===== src/shared/host_port_pkg.sv =====
`default_nettype none
package host_port_pkg;

  localparam int unsigned DATA_W = 8;
  localparam int unsigned ADDR_W = 3;
  localparam int unsigned NUM_CHAN = 2;
  localparam logic CHAN_A = 1'b0;
  localparam logic CHAN_B = 1'b1;
  localparam logic [DATA_W-1:0] DATA_RST = 8'h00;
  localparam logic [ADDR_W-1:0] ADDR_RST = 3'h0;
  localparam logic STROBE_IDLE = 1'b1;
  localparam logic SELECT_IDLE = 1'b1;
  localparam logic GP_OUT_RST = 1'b1;
  localparam logic READY_N_RST = 1'b1;

  typedef enum logic [1:0] {
    BUS_IDLE,
    BUS_READ_WAIT,
    BUS_READ_DRIVE,
    BUS_WRITE
  } bus_state_e;

  // host pins after synchronisation
  typedef struct packed {
    logic rd_n;
    logic wr_n;
    logic sel_a_n;
    logic sel_b_n;
    logic [ADDR_W-1:0] addr;
    logic [DATA_W-1:0] data;
  } pin_s;

  // register access towards the channel cores
  typedef struct packed {
    logic rd;
    logic wr;
    logic chan;
    logic [ADDR_W-1:0] addr;
    logic [DATA_W-1:0] wdata;
  } reg_req_s;

  // per-channel status from a channel core
  typedef struct packed {
    logic irq;
    logic irq_out_en;
    logic tx_ready;
    logic rx_ready;
  } chan_stat_s;

endpackage
`default_nettype wire


===== src/design/host_bus_port.sv =====
`timescale 1ns/100ps
`default_nettype none
module host_bus_port (
  // clock and reset
  input wire logic ref_clk_i,
  input wire logic reset_n_i,
  // host bus pins
  input wire logic [2:0] reg_sel_i,
  input wire logic read_strobe_n_i,
  input wire logic write_strobe_n_i,
  input wire logic chan_a_select_n_i,
  input wire logic chan_b_select_n_i,
  input wire logic [7:0] data_i,
  output logic [7:0] data_o,
  output logic data_oe_o,
  // channel pins
  output logic chan_a_irq_out_o,
  output logic chan_a_irq_out_oe_o,
  output logic chan_b_irq_out_o,
  output logic chan_b_irq_out_oe_o,
  output logic chan_a_gp_out_n_o,
  output logic chan_b_gp_out_n_o,
  output logic chan_a_tx_ready_n_o,
  output logic chan_b_tx_ready_n_o,
  output logic chan_a_rx_ready_n_o,
  output logic chan_b_rx_ready_n_o,
  // channel core side
  output host_port_pkg::reg_req_s req_o,
  input wire logic [7:0] chan_a_rd_data_i,
  input wire logic [7:0] chan_b_rd_data_i,
  input wire host_port_pkg::chan_stat_s chan_a_stat_i,
  input wire host_port_pkg::chan_stat_s chan_b_stat_i
);

  ////////////////////////////////////////////////////////////////////////////////
  // state

  typedef struct packed {
    host_port_pkg::pin_s sync1;
    host_port_pkg::pin_s sync2;
    logic rd_prev_n;
    logic wr_prev_n;
    host_port_pkg::bus_state_e state;
    host_port_pkg::reg_req_s req;
    logic [7:0] rdata;
    logic data_oe;
    logic [1:0] irq;
    logic [1:0] irq_oe;
    logic [1:0] gp_n;
    logic [1:0] tx_n;
    logic [1:0] rx_n;
  } port_state_s;

  localparam host_port_pkg::pin_s PIN_RST = '{
    rd_n: host_port_pkg::STROBE_IDLE,
    wr_n: host_port_pkg::STROBE_IDLE,
    sel_a_n: host_port_pkg::SELECT_IDLE,
    sel_b_n: host_port_pkg::SELECT_IDLE,
    addr: host_port_pkg::ADDR_RST,
    data: host_port_pkg::DATA_RST
  };

  localparam host_port_pkg::reg_req_s REQ_RST = '{
    rd: 1'b0,
    wr: 1'b0,
    chan: host_port_pkg::CHAN_A,
    addr: host_port_pkg::ADDR_RST,
    wdata: host_port_pkg::DATA_RST
  };

  localparam port_state_s STATE_RST = '{
    sync1: PIN_RST,
    sync2: PIN_RST,
    rd_prev_n: host_port_pkg::STROBE_IDLE,
    wr_prev_n: host_port_pkg::STROBE_IDLE,
    state: host_port_pkg::BUS_IDLE,
    req: REQ_RST,
    rdata: host_port_pkg::DATA_RST,
    data_oe: 1'b0,
    irq: 2'h0,
    irq_oe: 2'h0,
    gp_n: {2{host_port_pkg::GP_OUT_RST}},
    tx_n: {2{host_port_pkg::READY_N_RST}},
    rx_n: {2{host_port_pkg::READY_N_RST}}
  };

  port_state_s s_r;
  port_state_s s_nxt;
  host_port_pkg::chan_stat_s stat [2];

  // exactly one select low picks a channel; both or none is no access
  function automatic logic one_selected(input host_port_pkg::pin_s p);
    one_selected = p.sel_a_n ^ p.sel_b_n;
  endfunction

  function automatic logic which_chan(input host_port_pkg::pin_s p);
    which_chan = p.sel_a_n ? host_port_pkg::CHAN_B : host_port_pkg::CHAN_A;
  endfunction

  assign stat[0] = chan_a_stat_i;
  assign stat[1] = chan_b_stat_i;

  ////////////////////////////////////////////////////////////////////////////////
  // next state

  always_comb
  begin
    logic rd_fall;
    logic rd_rise;
    logic wr_fall;
    logic wr_rise;
    logic sel_ok;
    rd_fall = s_r.rd_prev_n && !s_r.sync2.rd_n;
    rd_rise = !s_r.rd_prev_n && s_r.sync2.rd_n;
    wr_fall = s_r.wr_prev_n && !s_r.sync2.wr_n;
    wr_rise = !s_r.wr_prev_n && s_r.sync2.wr_n;
    sel_ok = one_selected(s_r.sync2);
    s_nxt = s_r;
    s_nxt.sync1 = '{
      rd_n: read_strobe_n_i,
      wr_n: write_strobe_n_i,
      sel_a_n: chan_a_select_n_i,
      sel_b_n: chan_b_select_n_i,
      addr: reg_sel_i,
      data: data_i
    };
    s_nxt.sync2 = s_r.sync1;
    s_nxt.rd_prev_n = s_r.sync2.rd_n;
    s_nxt.wr_prev_n = s_r.sync2.wr_n;
    s_nxt.req.rd = 1'b0;
    s_nxt.req.wr = 1'b0;
    unique case (s_r.state)
      host_port_pkg::BUS_IDLE:
      begin
        s_nxt.data_oe = 1'b0;
        if (sel_ok && rd_fall)
        begin
          s_nxt.req.rd = 1'b1;
          s_nxt.req.chan = which_chan(s_r.sync2);
          s_nxt.req.addr = s_r.sync2.addr;
          s_nxt.state = host_port_pkg::BUS_READ_WAIT;
        end
        else if (sel_ok && wr_fall)
        begin
          s_nxt.req.chan = which_chan(s_r.sync2);
          s_nxt.state = host_port_pkg::BUS_WRITE;
        end
      end
      host_port_pkg::BUS_READ_WAIT:
      begin
        s_nxt.rdata = (s_r.req.chan == host_port_pkg::CHAN_B) ?
                      chan_b_rd_data_i : chan_a_rd_data_i;
        s_nxt.data_oe = sel_ok && !s_r.sync2.rd_n;
        s_nxt.state = s_nxt.data_oe ? host_port_pkg::BUS_READ_DRIVE : host_port_pkg::BUS_IDLE;
      end
      host_port_pkg::BUS_READ_DRIVE:
      begin
        if (rd_rise || !sel_ok)
        begin
          s_nxt.data_oe = 1'b0;
          s_nxt.state = host_port_pkg::BUS_IDLE;
        end
      end
      host_port_pkg::BUS_WRITE:
      begin
        if (!sel_ok)
        begin
          s_nxt.state = host_port_pkg::BUS_IDLE;
        end
        else if (wr_rise)
        begin
          s_nxt.req.wr = 1'b1;
          s_nxt.req.addr = s_r.sync2.addr;
          s_nxt.req.wdata = s_r.sync2.data;
          s_nxt.state = host_port_pkg::BUS_IDLE;
        end
      end
    endcase
    for (int c = 0; c < 2; c++)
    begin
      s_nxt.irq[c] = stat[c].irq;
      s_nxt.irq_oe[c] = stat[c].irq_out_en;
      s_nxt.gp_n[c] = !stat[c].irq_out_en;
      s_nxt.tx_n[c] = !stat[c].tx_ready;
      s_nxt.rx_n[c] = !stat[c].rx_ready;
    end
  end

  ////////////////////////////////////////////////////////////////////////////////
  // registers

  always_ff @(posedge ref_clk_i or negedge reset_n_i)
  begin
    if (!reset_n_i)
    begin
      s_r <= STATE_RST;
    end
    else
    begin
      s_r <= s_nxt;
    end
  end

  ////////////////////////////////////////////////////////////////////////////////
  // outputs

  assign req_o = s_r.req;
  assign data_o = s_r.rdata;
  assign data_oe_o = s_r.data_oe;
  assign chan_a_irq_out_o = s_r.irq[0];
  assign chan_a_irq_out_oe_o = s_r.irq_oe[0];
  assign chan_b_irq_out_o = s_r.irq[1];
  assign chan_b_irq_out_oe_o = s_r.irq_oe[1];
  assign chan_a_gp_out_n_o = s_r.gp_n[0];
  assign chan_b_gp_out_n_o = s_r.gp_n[1];
  assign chan_a_tx_ready_n_o = s_r.tx_n[0];
  assign chan_b_tx_ready_n_o = s_r.tx_n[1];
  assign chan_a_rx_ready_n_o = s_r.rx_n[0];
  assign chan_b_rx_ready_n_o = s_r.rx_n[1];

endmodule // host_bus_port
`default_nettype wire


===== config.mk =====
export PLATFORM = sky130hd
export DESIGN_NAME = host_bus_port
export DESIGN_NICKNAME = d
export VERILOG_FILES = /design/src/shared/host_port_pkg.sv /design/src/design/host_bus_port.sv
export SDC_FILE = /design/constraint.sdc
export NUM_CORES = 1
export LEC_CHECK = 0
export ABC_AREA = 1
export BUFFER_PORTS_ARGS = -buffer_cell sky130_fd_sc_hd__buf_2
export CAP_MARGIN = 40
export CORE_MARGIN = 5
export CORE_UTILIZATION = 32
export DETAILED_ROUTE_END_ITERATION = 16
export PLACE_DENSITY = 0.62
export SYNTH_ARGS = -nofsm -noshare
export SYNTH_HDL_FRONTEND = slang
export SYNTH_SLANG_ARGS = --single-unit

===== constraint.sdc =====
create_clock -name ref_clk_i -period 1.8 [get_ports ref_clk_i]
set_input_delay 0.27 -clock ref_clk_i [delete_from_list [all_inputs] [get_ports ref_clk_i]]
set_output_delay 0.27 -clock ref_clk_i [all_outputs]
set_load 0.005 [all_outputs]

==> flow_summary.toml, run 1 <==
[sta]
fmax_mhz = 734.3
finalHoldWorstSlack_ps = 28.16
fin_crit_sh_pct = 75.66
post-route-min-period_ps = 1362
skew_ps = 4.586
slew_viol_final = 0
rsz0062_at_grt = "false"
setup_viol = 0
tightest_slew_ps = 468.4
relSlewSlack_pct = 68.78
hold_viol = 0
tns_ps = 0

[yosys]
synth-xor-area-share_pct = 0
synth_top_family_by_area = "simple AND/OR/NAND/NOR gates"
synth-compound-area-share_pct = 2.896
synth.area.mux_share_pct = 0
syn-num-nets = 256
synth_top_area_cell = "dfrtp_1"
ys_types = 18
synthCells = 215
syn_avg_cell_area_sq_um = 11.25
synth_top_area_share_pct = 52.74
yosys_warnings = 0
synthSimpleGateAreaFrac_pct = 16.44
ys_seq_area_share_pct = 70.11
netlist_top_cells_area = "dfrtp_1, dfstp_2, nand2_1"
syn_area_sq_um = 2420
synthAdderAreaFrac_pct = 0
ys_ff_latch = 67

[final_layout]
fin_area_sq_um = 2963
syn_to_final_growth_pct = 22.44
fin_nets = 320
antenna_cells = 0
regArea_sq_um = 1697
multi_input_area_sq_um = 467.9
final_cell_count_no_fill = 383
drive_gt1_share_pct = 40.49
nFillCells = 746

[run_status]
outcome = "finished clean"

[pwr]
total_power_mw = 3.712
p_seq_share_pct = 51.4
intPower_mw = 2.587
p_sw_share_pct = 30.30
ir_drop_mv = 0.5021
switching_power_mw = 1.125
leakagePower_nw = 1.545
power_density_nw_per_um2 = 1253
comb_power_share_pct = 18.3
power.share.clock_pct = 30.2

[floorplanning]
die_h_microns = 96.96
dieArea_sq_um = 9401
core_area_sq_um = 7292
initial_core_util_pct = 33.18
rows = 31
fp.dieW_microns = 96.96
io_pins = 74

[global_route]
grt_pass1_wl_mm = 7.665
grt_max_degree = 29
grt_util_all_layers_pct = 10.09
grt_overflow = 0
grt_pass1_vias = 1631
antenna_found_initial = 0

[placed_design]
gp_congestion = 0.7440
dp_cells = 365
place_hpwl_mm = 3.210
post_dp_cell_area_sq_um = 2760
io_buffers = 73

[cts]
postCtsResizedCells = 0
htreeDepth = 3
cts_buffer_depth = 2
clk_pin_slew_ps = 80
cts-root-buf = "clkbuf_8"
clock_sinks = 67
cts_tree = "built"
clk_latency_ps = 330
cts_buffers = 9

[critical_path]
startpoint_type = "flop"
path_buf_inv = 1
critPathMaxFanout = 11
path_class = "flop to output port"
crit_slowest_cell = "dfrtp_1"
slowest_delay_ps = 570
worstPathArrival_ps = 1090
end_kind = "output port"
path_delay_family = "flip-flops"
cp.required_ps = 1530
path_cells = "buf_2"

[route]
ant_nets = 0
post_drt_via_cell_ratio = 4.084
vias = 1564
route.detailed.drc = 0
first_iter_violations = 61
routedWlPerCell_microns = 11.20
drt-total-wl_mm = 4.290
drtPass1Iterations = 6

[hold_path]
hp-class = "input pin to flop"

[run]
maxCapViolCount = 0
through the flow:
step | setup slack, ps | utilization (%)
finish | 438.1 | 40.63
CTS | 384.1 | 40.63
detailed placement | 506.7 | 37.85
floorplan | 606.9 | -
global placement | 549.2 | 37.85
global route | 329.2 | 40.63
placed cells by master, fill, tap and decap left out, drive strengths merged:
master	synthesis	routed
a21oi	1	1
a31oi	8	8
buf	23	75
clkbuf	1	9
clkinv	1	4
clkinvlp	0	1
dfrtp	51	51
dfstp	16	16
dlygate4sd3	0	2
inv	19	22
nand2	69	69
nand3	10	10
nor2	13	13
o21ai	3	3
cells in the mapped netlist:
master / n
inv_4: 1
nand3_1: 8
nor2_1: 12
inv_1: 17
a21oi_1: 1
nor2_4: 1
nand3_4: 1
nand3_2: 1
nand2_1: 67
o21ai_0: 3
a31oi_1: 8
dfrtp_1: 51
inv_2: 1
buf_4: 23
nand2_4: 2
dfstp_2: 16
clkinv_2: 1
clkbuf_1: 1
timing repair:
item / CTS / global route
setup endpoints to repair: 0 / 0
buffers inserted: 0 / 0
hold buffers: 2 / 0
endpoints found under the hold margin: 14 / 0
state kept, by name, summed over array words and instances (netlist names):
name,flops
chan_a_gp_out_n_o,1
chan_a_irq_out_oe_o,1
chan_a_irq_out_o,1
chan_a_rx_ready_n_o,1
s_r,17
chan_b_irq_out_oe_o,1
s_nxt,17
chan_a_tx_ready_n_o,1
data_oe_o,1
chan_b_gp_out_n_o,1
chan_b_rx_ready_n_o,1
chan_b_irq_out_o,1
data_o,8
chan_b_tx_ready_n_o,1
req_o,14
path summary, 6_finish.rpt:
path | startpoint | endpoint | slack, ps | cells after the start
worst max-delay path | req_o[11] | req_o[11] | 440 | 1
min in group asynchronous | reset_n_i | s_nxt[43] | 420 | 2
worst min register to register | s_nxt[45] | s_r[45] | 350 | 0
max in group asynchronous | reset_n_i | data_o[4] | 740 | 3
worst min-delay path | write_strobe_n_i | s_nxt[50] | 30 | 1
worst max register to register | s_r[49] | req_o[10] | 500 | 7
logic make-up (layout without fill, tap and decap cells):
group                  after synthesis  count (layout)
buffers and inverters               44             113
AOI/OAI and AO/OA                   12              12
DFF                                 67              67
and+or+nand+nor                     92              92
power by group through the flow:
stage	logic, mW	clock network, mW	registers (mW)
2_1_floorplan	0.623	0	1.88
3_3_place_gp	0.679	0	1.94
3_5_place_dp	0.695	0	1.95
4_1_cts	0.701	1.18	1.92
5_1_grt	0.795	1.25	1.95
6_report	0.681	1.12	1.91
cell type report:
type                    instances  area share, %
clock buffers                   9          4.181
clock inverters                 7          1.985
inverters                      20          2.660
multi-input cells             104          15.79
flip-flops and latches         67          57.26
well taps                      99          4.181
repair buffers                 77          13.94
metal layers:
layer	vias to the layer above	share of wire, %	track usage (%)
met3	10	6.4	3.237
met5	-	0	0
met2	50	48	15.45
met4	0	2.4	5.832
met1	732	43	12.45
li1	772	-	-
No activity file was read; power rests on OpenSTA's default activity.
==> inputs of run 2 (changes only) <==
==> constraint.sdc (replaced) <==
create_clock -name ref_clk_i -period 1.3 [get_ports ref_clk_i]
set_input_delay 0.195 -clock ref_clk_i [delete_from_list [all_inputs] [get_ports ref_clk_i]]
set_output_delay 0.195 -clock ref_clk_i [all_outputs]
set_load 0.005 [all_outputs]
==> run 2 against run 1 <==
Total power is 56% higher; clock skew is 2.5 ps higher; final area is 13% higher; critical endpoint is now req_o[9].
==> flow_summary.toml, run 2 (synthesized netlist as in run 1, its figures left out) <==
[run_status]
outcome = "finished clean"

[critical_path]
path_delay_family = "flip-flops"
cp_common_cell = "nand2_4"
cp.required_ps = 1530
worstPathArrival_ps = 1470
crit_slowest_cell = "dfstp_2"
path_buf_inv = 1
critPathMaxFanout = 5
startpoint_type = "flop"
slowest_delay_ps = 580
end_kind = "flop"
path_class = "flop to flop"
path_cells = "inv_1 > nand2_4 > nand2_4 > nand3_4 > nand2_4 > nand3_1 > nand2_1"

[final_layout]
layout_common_cells = "buf_2, nand2_1, dfrtp_1"
multi_input_area_sq_um = 504.2
final_cell_count_no_fill = 412
nFillCells = 705
fin_nets = 349
antenna_cells = 0
final_common_cell = "buf_2"
regArea_sq_um = 1697
syn_to_final_growth_pct = 37.80
drive_gt1_share_pct = 40.89

[route]
drt-total-wl_mm = 4.653
vias = 1635
post_drt_via_cell_ratio = 3.968
routedWlPerCell_microns = 11.29
first_iter_violations = 88
drtPass1Iterations = 4
route.detailed.drc = 0
ant_nets = 0

[global_route]
grt_pass1_vias = 1678
grt_util_all_layers_pct = 10.53
antenna_found_initial = 0
grt_overflow = 0
grt_pass1_wl_mm = 7.824
grt_max_degree = 30

[floorplanning]
initial_core_util_pct = 33.18
die_h_microns = 96.96
core_area_sq_um = 7292
dieArea_sq_um = 9401
fp.dieW_microns = 96.96
io_pins = 74
rows = 31

[placed_design]
dp_cells = 368
io_buffers = 73
gp_congestion = 0.7165
place_hpwl_mm = 3.156

[sta]
tightest_slew_ps = 327.5
finalHoldWorstSlack_ps = 110.4
fin_crit_sh_pct = 95.38
post-route-min-period_ps = 1240
relSlewSlack_pct = 78.17
skew_ps = 7.117
fmax_mhz = 806.5
slew_viol_final = 0
tns_ps = 0
hold_viol = 0
setup_viol = 0

[cts]
htreeDepth = 3
clk_latency_ps = 330
clock_sinks = 67
clk_pin_slew_ps = 70
cts-root-buf = "clkbuf_8"
cts_buffers = 9
cts_tree = "built"
cts_buffer_depth = 2

[run]
maxCapViolCount = 0

[pwr]
leakagePower_nw = 1.705
power_density_nw_per_um2 = 1738
ir_drop_mv = 0.8451

[hold_path]
hp-class = "input pin to flop"
[run 2: what timing repair did]
action                                  4_1_cts  5_1_grt
buffers inserted                              0        2
gates resized for setup                       0        9
endpoints found under the setup margin        0       11
hold buffers                                 24        0
endpoints found under the hold margin        36        0
[run 2: power breakdown]
part           switching (mW)  internal [mW]
Clock                   0.802           1.29
Combinational           0.575          0.525
Sequential              0.172           2.44
[run 2: routing by layer]
metal | track usage, % | routed length, microns | up-vias | part of all wire (%)
li1 | - | - | 836 | -
met1 | 12.24 | 1957 | 750 | 42
met2 | 16.24 | 2315 | 44 | 50
met3 | 4.604 | 310 | 5 | 6.7
met4 | 5.832 | 70 | 0 | 1.5
met5 | 0 | 0 | - | 0
[run 2: worst paths after layout]
kind	startpoint	endpoint	slack, ps	cells after the start
max in group asynchronous	reset_n_i	chan_a_rx_ready_n_o	490	3
hold / removal	chan_b_rd_data_i[1]	data_o[1]	110	3
min in group asynchronous	reset_n_i	s_nxt[42]	290	2
hold reg to reg	s_nxt[40]	s_r[40]	350	0
setup reg to reg	s_r[49]	req_o[9]	60	7
setup / recovery	s_r[49]	req_o[9]	60	7
[run 2: final cells by class]
class,count,share of cell area [%]
tap,99,3.715
inverter,20,2.364
multi-input combinational,106,15.12
clock inverter,7,3.715
sequential,67,50.88
timing repair buffer,104,20.49
clock buffer,9,3.715
[run 2: per-stage QoR]
step / total power [mW] / utilization [%] / cell area (sq um) / setup slack (ps)
6_report: 5.795 / 45.73 / 3334 / 60.03
5_1_grt: 6.203 / 45.73 / 3334 / -18.83
4_1_cts: 5.883 / 45.02 / 3283 / 8.109
3_5_place_dp: 3.709 / 38.33 / 2795 / 18.07
3_3_place_gp: 3.681 / 38.33 / 2795 / 44.95
2_1_floorplan: 3.471 / - / 2420 / 106.9
[run 2: worst min-delay path: stages]
cell	delay, ps
buf_2	100
nand2_1	40
a31oi_1	70
==> inputs of run 3 (changes only) <==
--- a/config.mk
+++ b/config.mk
@@ -11,6 +11,7 @@
 export CORE_MARGIN = 5
 export CORE_UTILIZATION = 32
 export DETAILED_ROUTE_END_ITERATION = 16
+export MAX_ROUTING_LAYER = met4
 export PLACE_DENSITY = 0.62
 export SYNTH_ARGS = -nofsm -noshare
 export SYNTH_HDL_FRONTEND = slang
==> constraint.sdc (replaced) <==
create_clock -name ref_clk_i -period 1.4 [get_ports ref_clk_i]
set_input_delay 0.21 -clock ref_clk_i [delete_from_list [all_inputs] [get_ports ref_clk_i]]
set_output_delay 0.21 -clock ref_clk_i [all_outputs]
set_load 0.005 [all_outputs]
==> run 3 against run 2 <==
Final area decreased by 3.6%; via count decreased by 0.98%; count of clock-buffer cells in the layout unchanged; flip-flop and latch count unchanged; critical path depth unchanged; combinational power decreased by 9.6%; first-iteration DRC count decreased by 50%; fmax decreased by 7.1%; global-route usage increased by 0.070 points; sequential share of layout area increased by 1.9 points.
==> flow_summary.toml, run 3 (synthesized netlist as in run 1, its figures left out) <==
[critical_path]
cp-startpoint = "s_r[49]"
rr_startpoint = "s_r[49]"
end_kind = "flop"
path_class = "flop to flop"
worstPathArrival_ps = 1570
cp.required_ps = 1640
critPathMaxFanout = 10
r2r_cells = 7
startpoint_type = "flop"

[sta]
rsz0062_at_grt = "false"
hold_viol = 0
slew_viol_final = 0
relSlewSlack_pct = 77.59
skew_ps = 7.416
tns_ps = 0
setup_viol = 0
fin_crit_sh_pct = 95.31
fmax_mhz = 749.5
finalHoldWorstSlack_ps = 123.1
post-route-min-period_ps = 1334
tightest_slew_ps = 336.1

[placed_design]
io_buffers = 73
gp_congestion = 0.7196
place_hpwl_mm = 3.091

[final_layout]
final_common_cell = "buf_2"
layout_common_cells = "buf_2, nand2_1, dfrtp_1"
fin_nets = 344
antenna_cells = 0
drive_gt1_share_pct = 37.99
syn_to_final_growth_pct = 32.89

[hold_path]
hp-class = "input pin to flop"
hold_path_depth = 3
hp-start = "chan_b_rd_data_i[1]"

[pwr]
p_sw_share_pct = 31.17
switching_power_mw = 1.562
leakagePower_nw = 1.658
p_seq_share_pct = 48.5
intPower_mw = 3.449
power.share.clock_pct = 31.7
power_density_nw_per_um2 = 1558
ir_drop_mv = 0.7993
comb_power_share_pct = 19.8

[global_route]
antenna_found_initial = 0
grt_pass1_vias = 1677
grt_overflow = 0
grt_max_degree = 68
grt_pass1_wl_mm = 7.748
grt_util_all_layers_pct = 10.60

[cts]
postCtsResizedCells = 0
clk_latency_ps = 340
post_cts_buffers = 0
cts_buffers = 9
clock_sinks = 67
hold_buffers = 24
cts-root-buf = "clkbuf_8"
htreeDepth = 3
cts_buffer_depth = 2
cts_tree = "built"
clk_pin_slew_ps = 90

[route]
post_drt_via_cell_ratio = 3.978
ant_nets = 0
drtPass1Iterations = 4
first_iter_violations = 44
vias = 1619
drt-total-wl_mm = 4.496
route.detailed.drc = 0
routedWlPerCell_microns = 11.05

[run_status]
outcome = "finished clean"

[floorplanning]
dieArea_sq_um = 9401
core_area_sq_um = 7292
initial_core_util_pct = 33.18
io_pins = 74
die_h_microns = 96.96
rows = 31
fp.dieW_microns = 96.96

[run]
maxCapViolCount = 0
[run 3: cell count changes in the layout (fill, tap and decap cells not counted), sizes merged]
cell / change
inv: +5
buf: -3
bufinv: -3
clkinv: -1
clkinvlp: -1
nand2: -1
nand3: -1
[run 3: through the flow]
| stage | setup slack (ps) | power, mW | util [%] | std cells | cell area [sq um] |
|---|---|---|---|---|---|
| after floorplan | 206.9 | 3.223 | - | 215 | 2420 |
| after CTS | 77.47 | 5.105 | 44.10 | 407 | 3216 |
| final | 65.70 | 5.011 | 44.10 | 407 | 3216 |
| after global routing | 1.092 | 5.354 | 44.10 | 407 | 3216 |
| after detailed placement | 92.09 | 3.440 | 38.06 | 367 | 2775 |
| after global placement | 146.8 | 3.413 | 38.06 | 367 | 2775 |
[run 3: power groups by stage]
stage	Combinational, mW	Clock, mW	Sequential, mW
after floorplan	0.802	0	2.42
after global placement	0.948	0	2.46
after detailed placement	0.967	0	2.47
after CTS	1.02	1.65	2.44
after global routing	1.14	1.74	2.47
final	0.994	1.59	2.43
[run 3: worst max-delay path: stages, from the launching register on]
cell	delay (ps)
dfstp_2	560
nand2_1	90
nand2_4	130
nand3_4	170
nand2_4	120
inv_2	50
nand2_1	50
nand2_1	50
[run 3: final cells by class]
| cell class | count | area [sq um] |
|---|---|---|
| well taps | 99 | 123.9 |
| flip-flops and latches | 67 | 1697 |
| fillers | 707 | 4076 |
| clock inverters | 7 | 76.32 |
| inverters | 20 | 78.83 |
| clock buffers | 9 | 123.9 |
| repair buffers | 101 | 648.1 |
| multi-input cells | 104 | 467.9 |
[run 3: path summary, 6_finish.rpt]
path,end,slack [ps]
min in group asynchronous,req_o[4],420
setup reg to reg,req_o[9],70
hold reg to reg,s_r[44],350
max in group asynchronous,chan_a_rx_ready_n_o,650
hold / removal,data_o[1],120
setup / recovery,req_o[9],70
[run 3: layer usage]
layer	vias to the layer above	part of all wire (%)	track usage, %
met4	0	2.1	5.832
met2	45	49	15.82
met1	746	44	12.58
met3	5	5.2	3.597
met5	-	0	-
li1	823	-	-
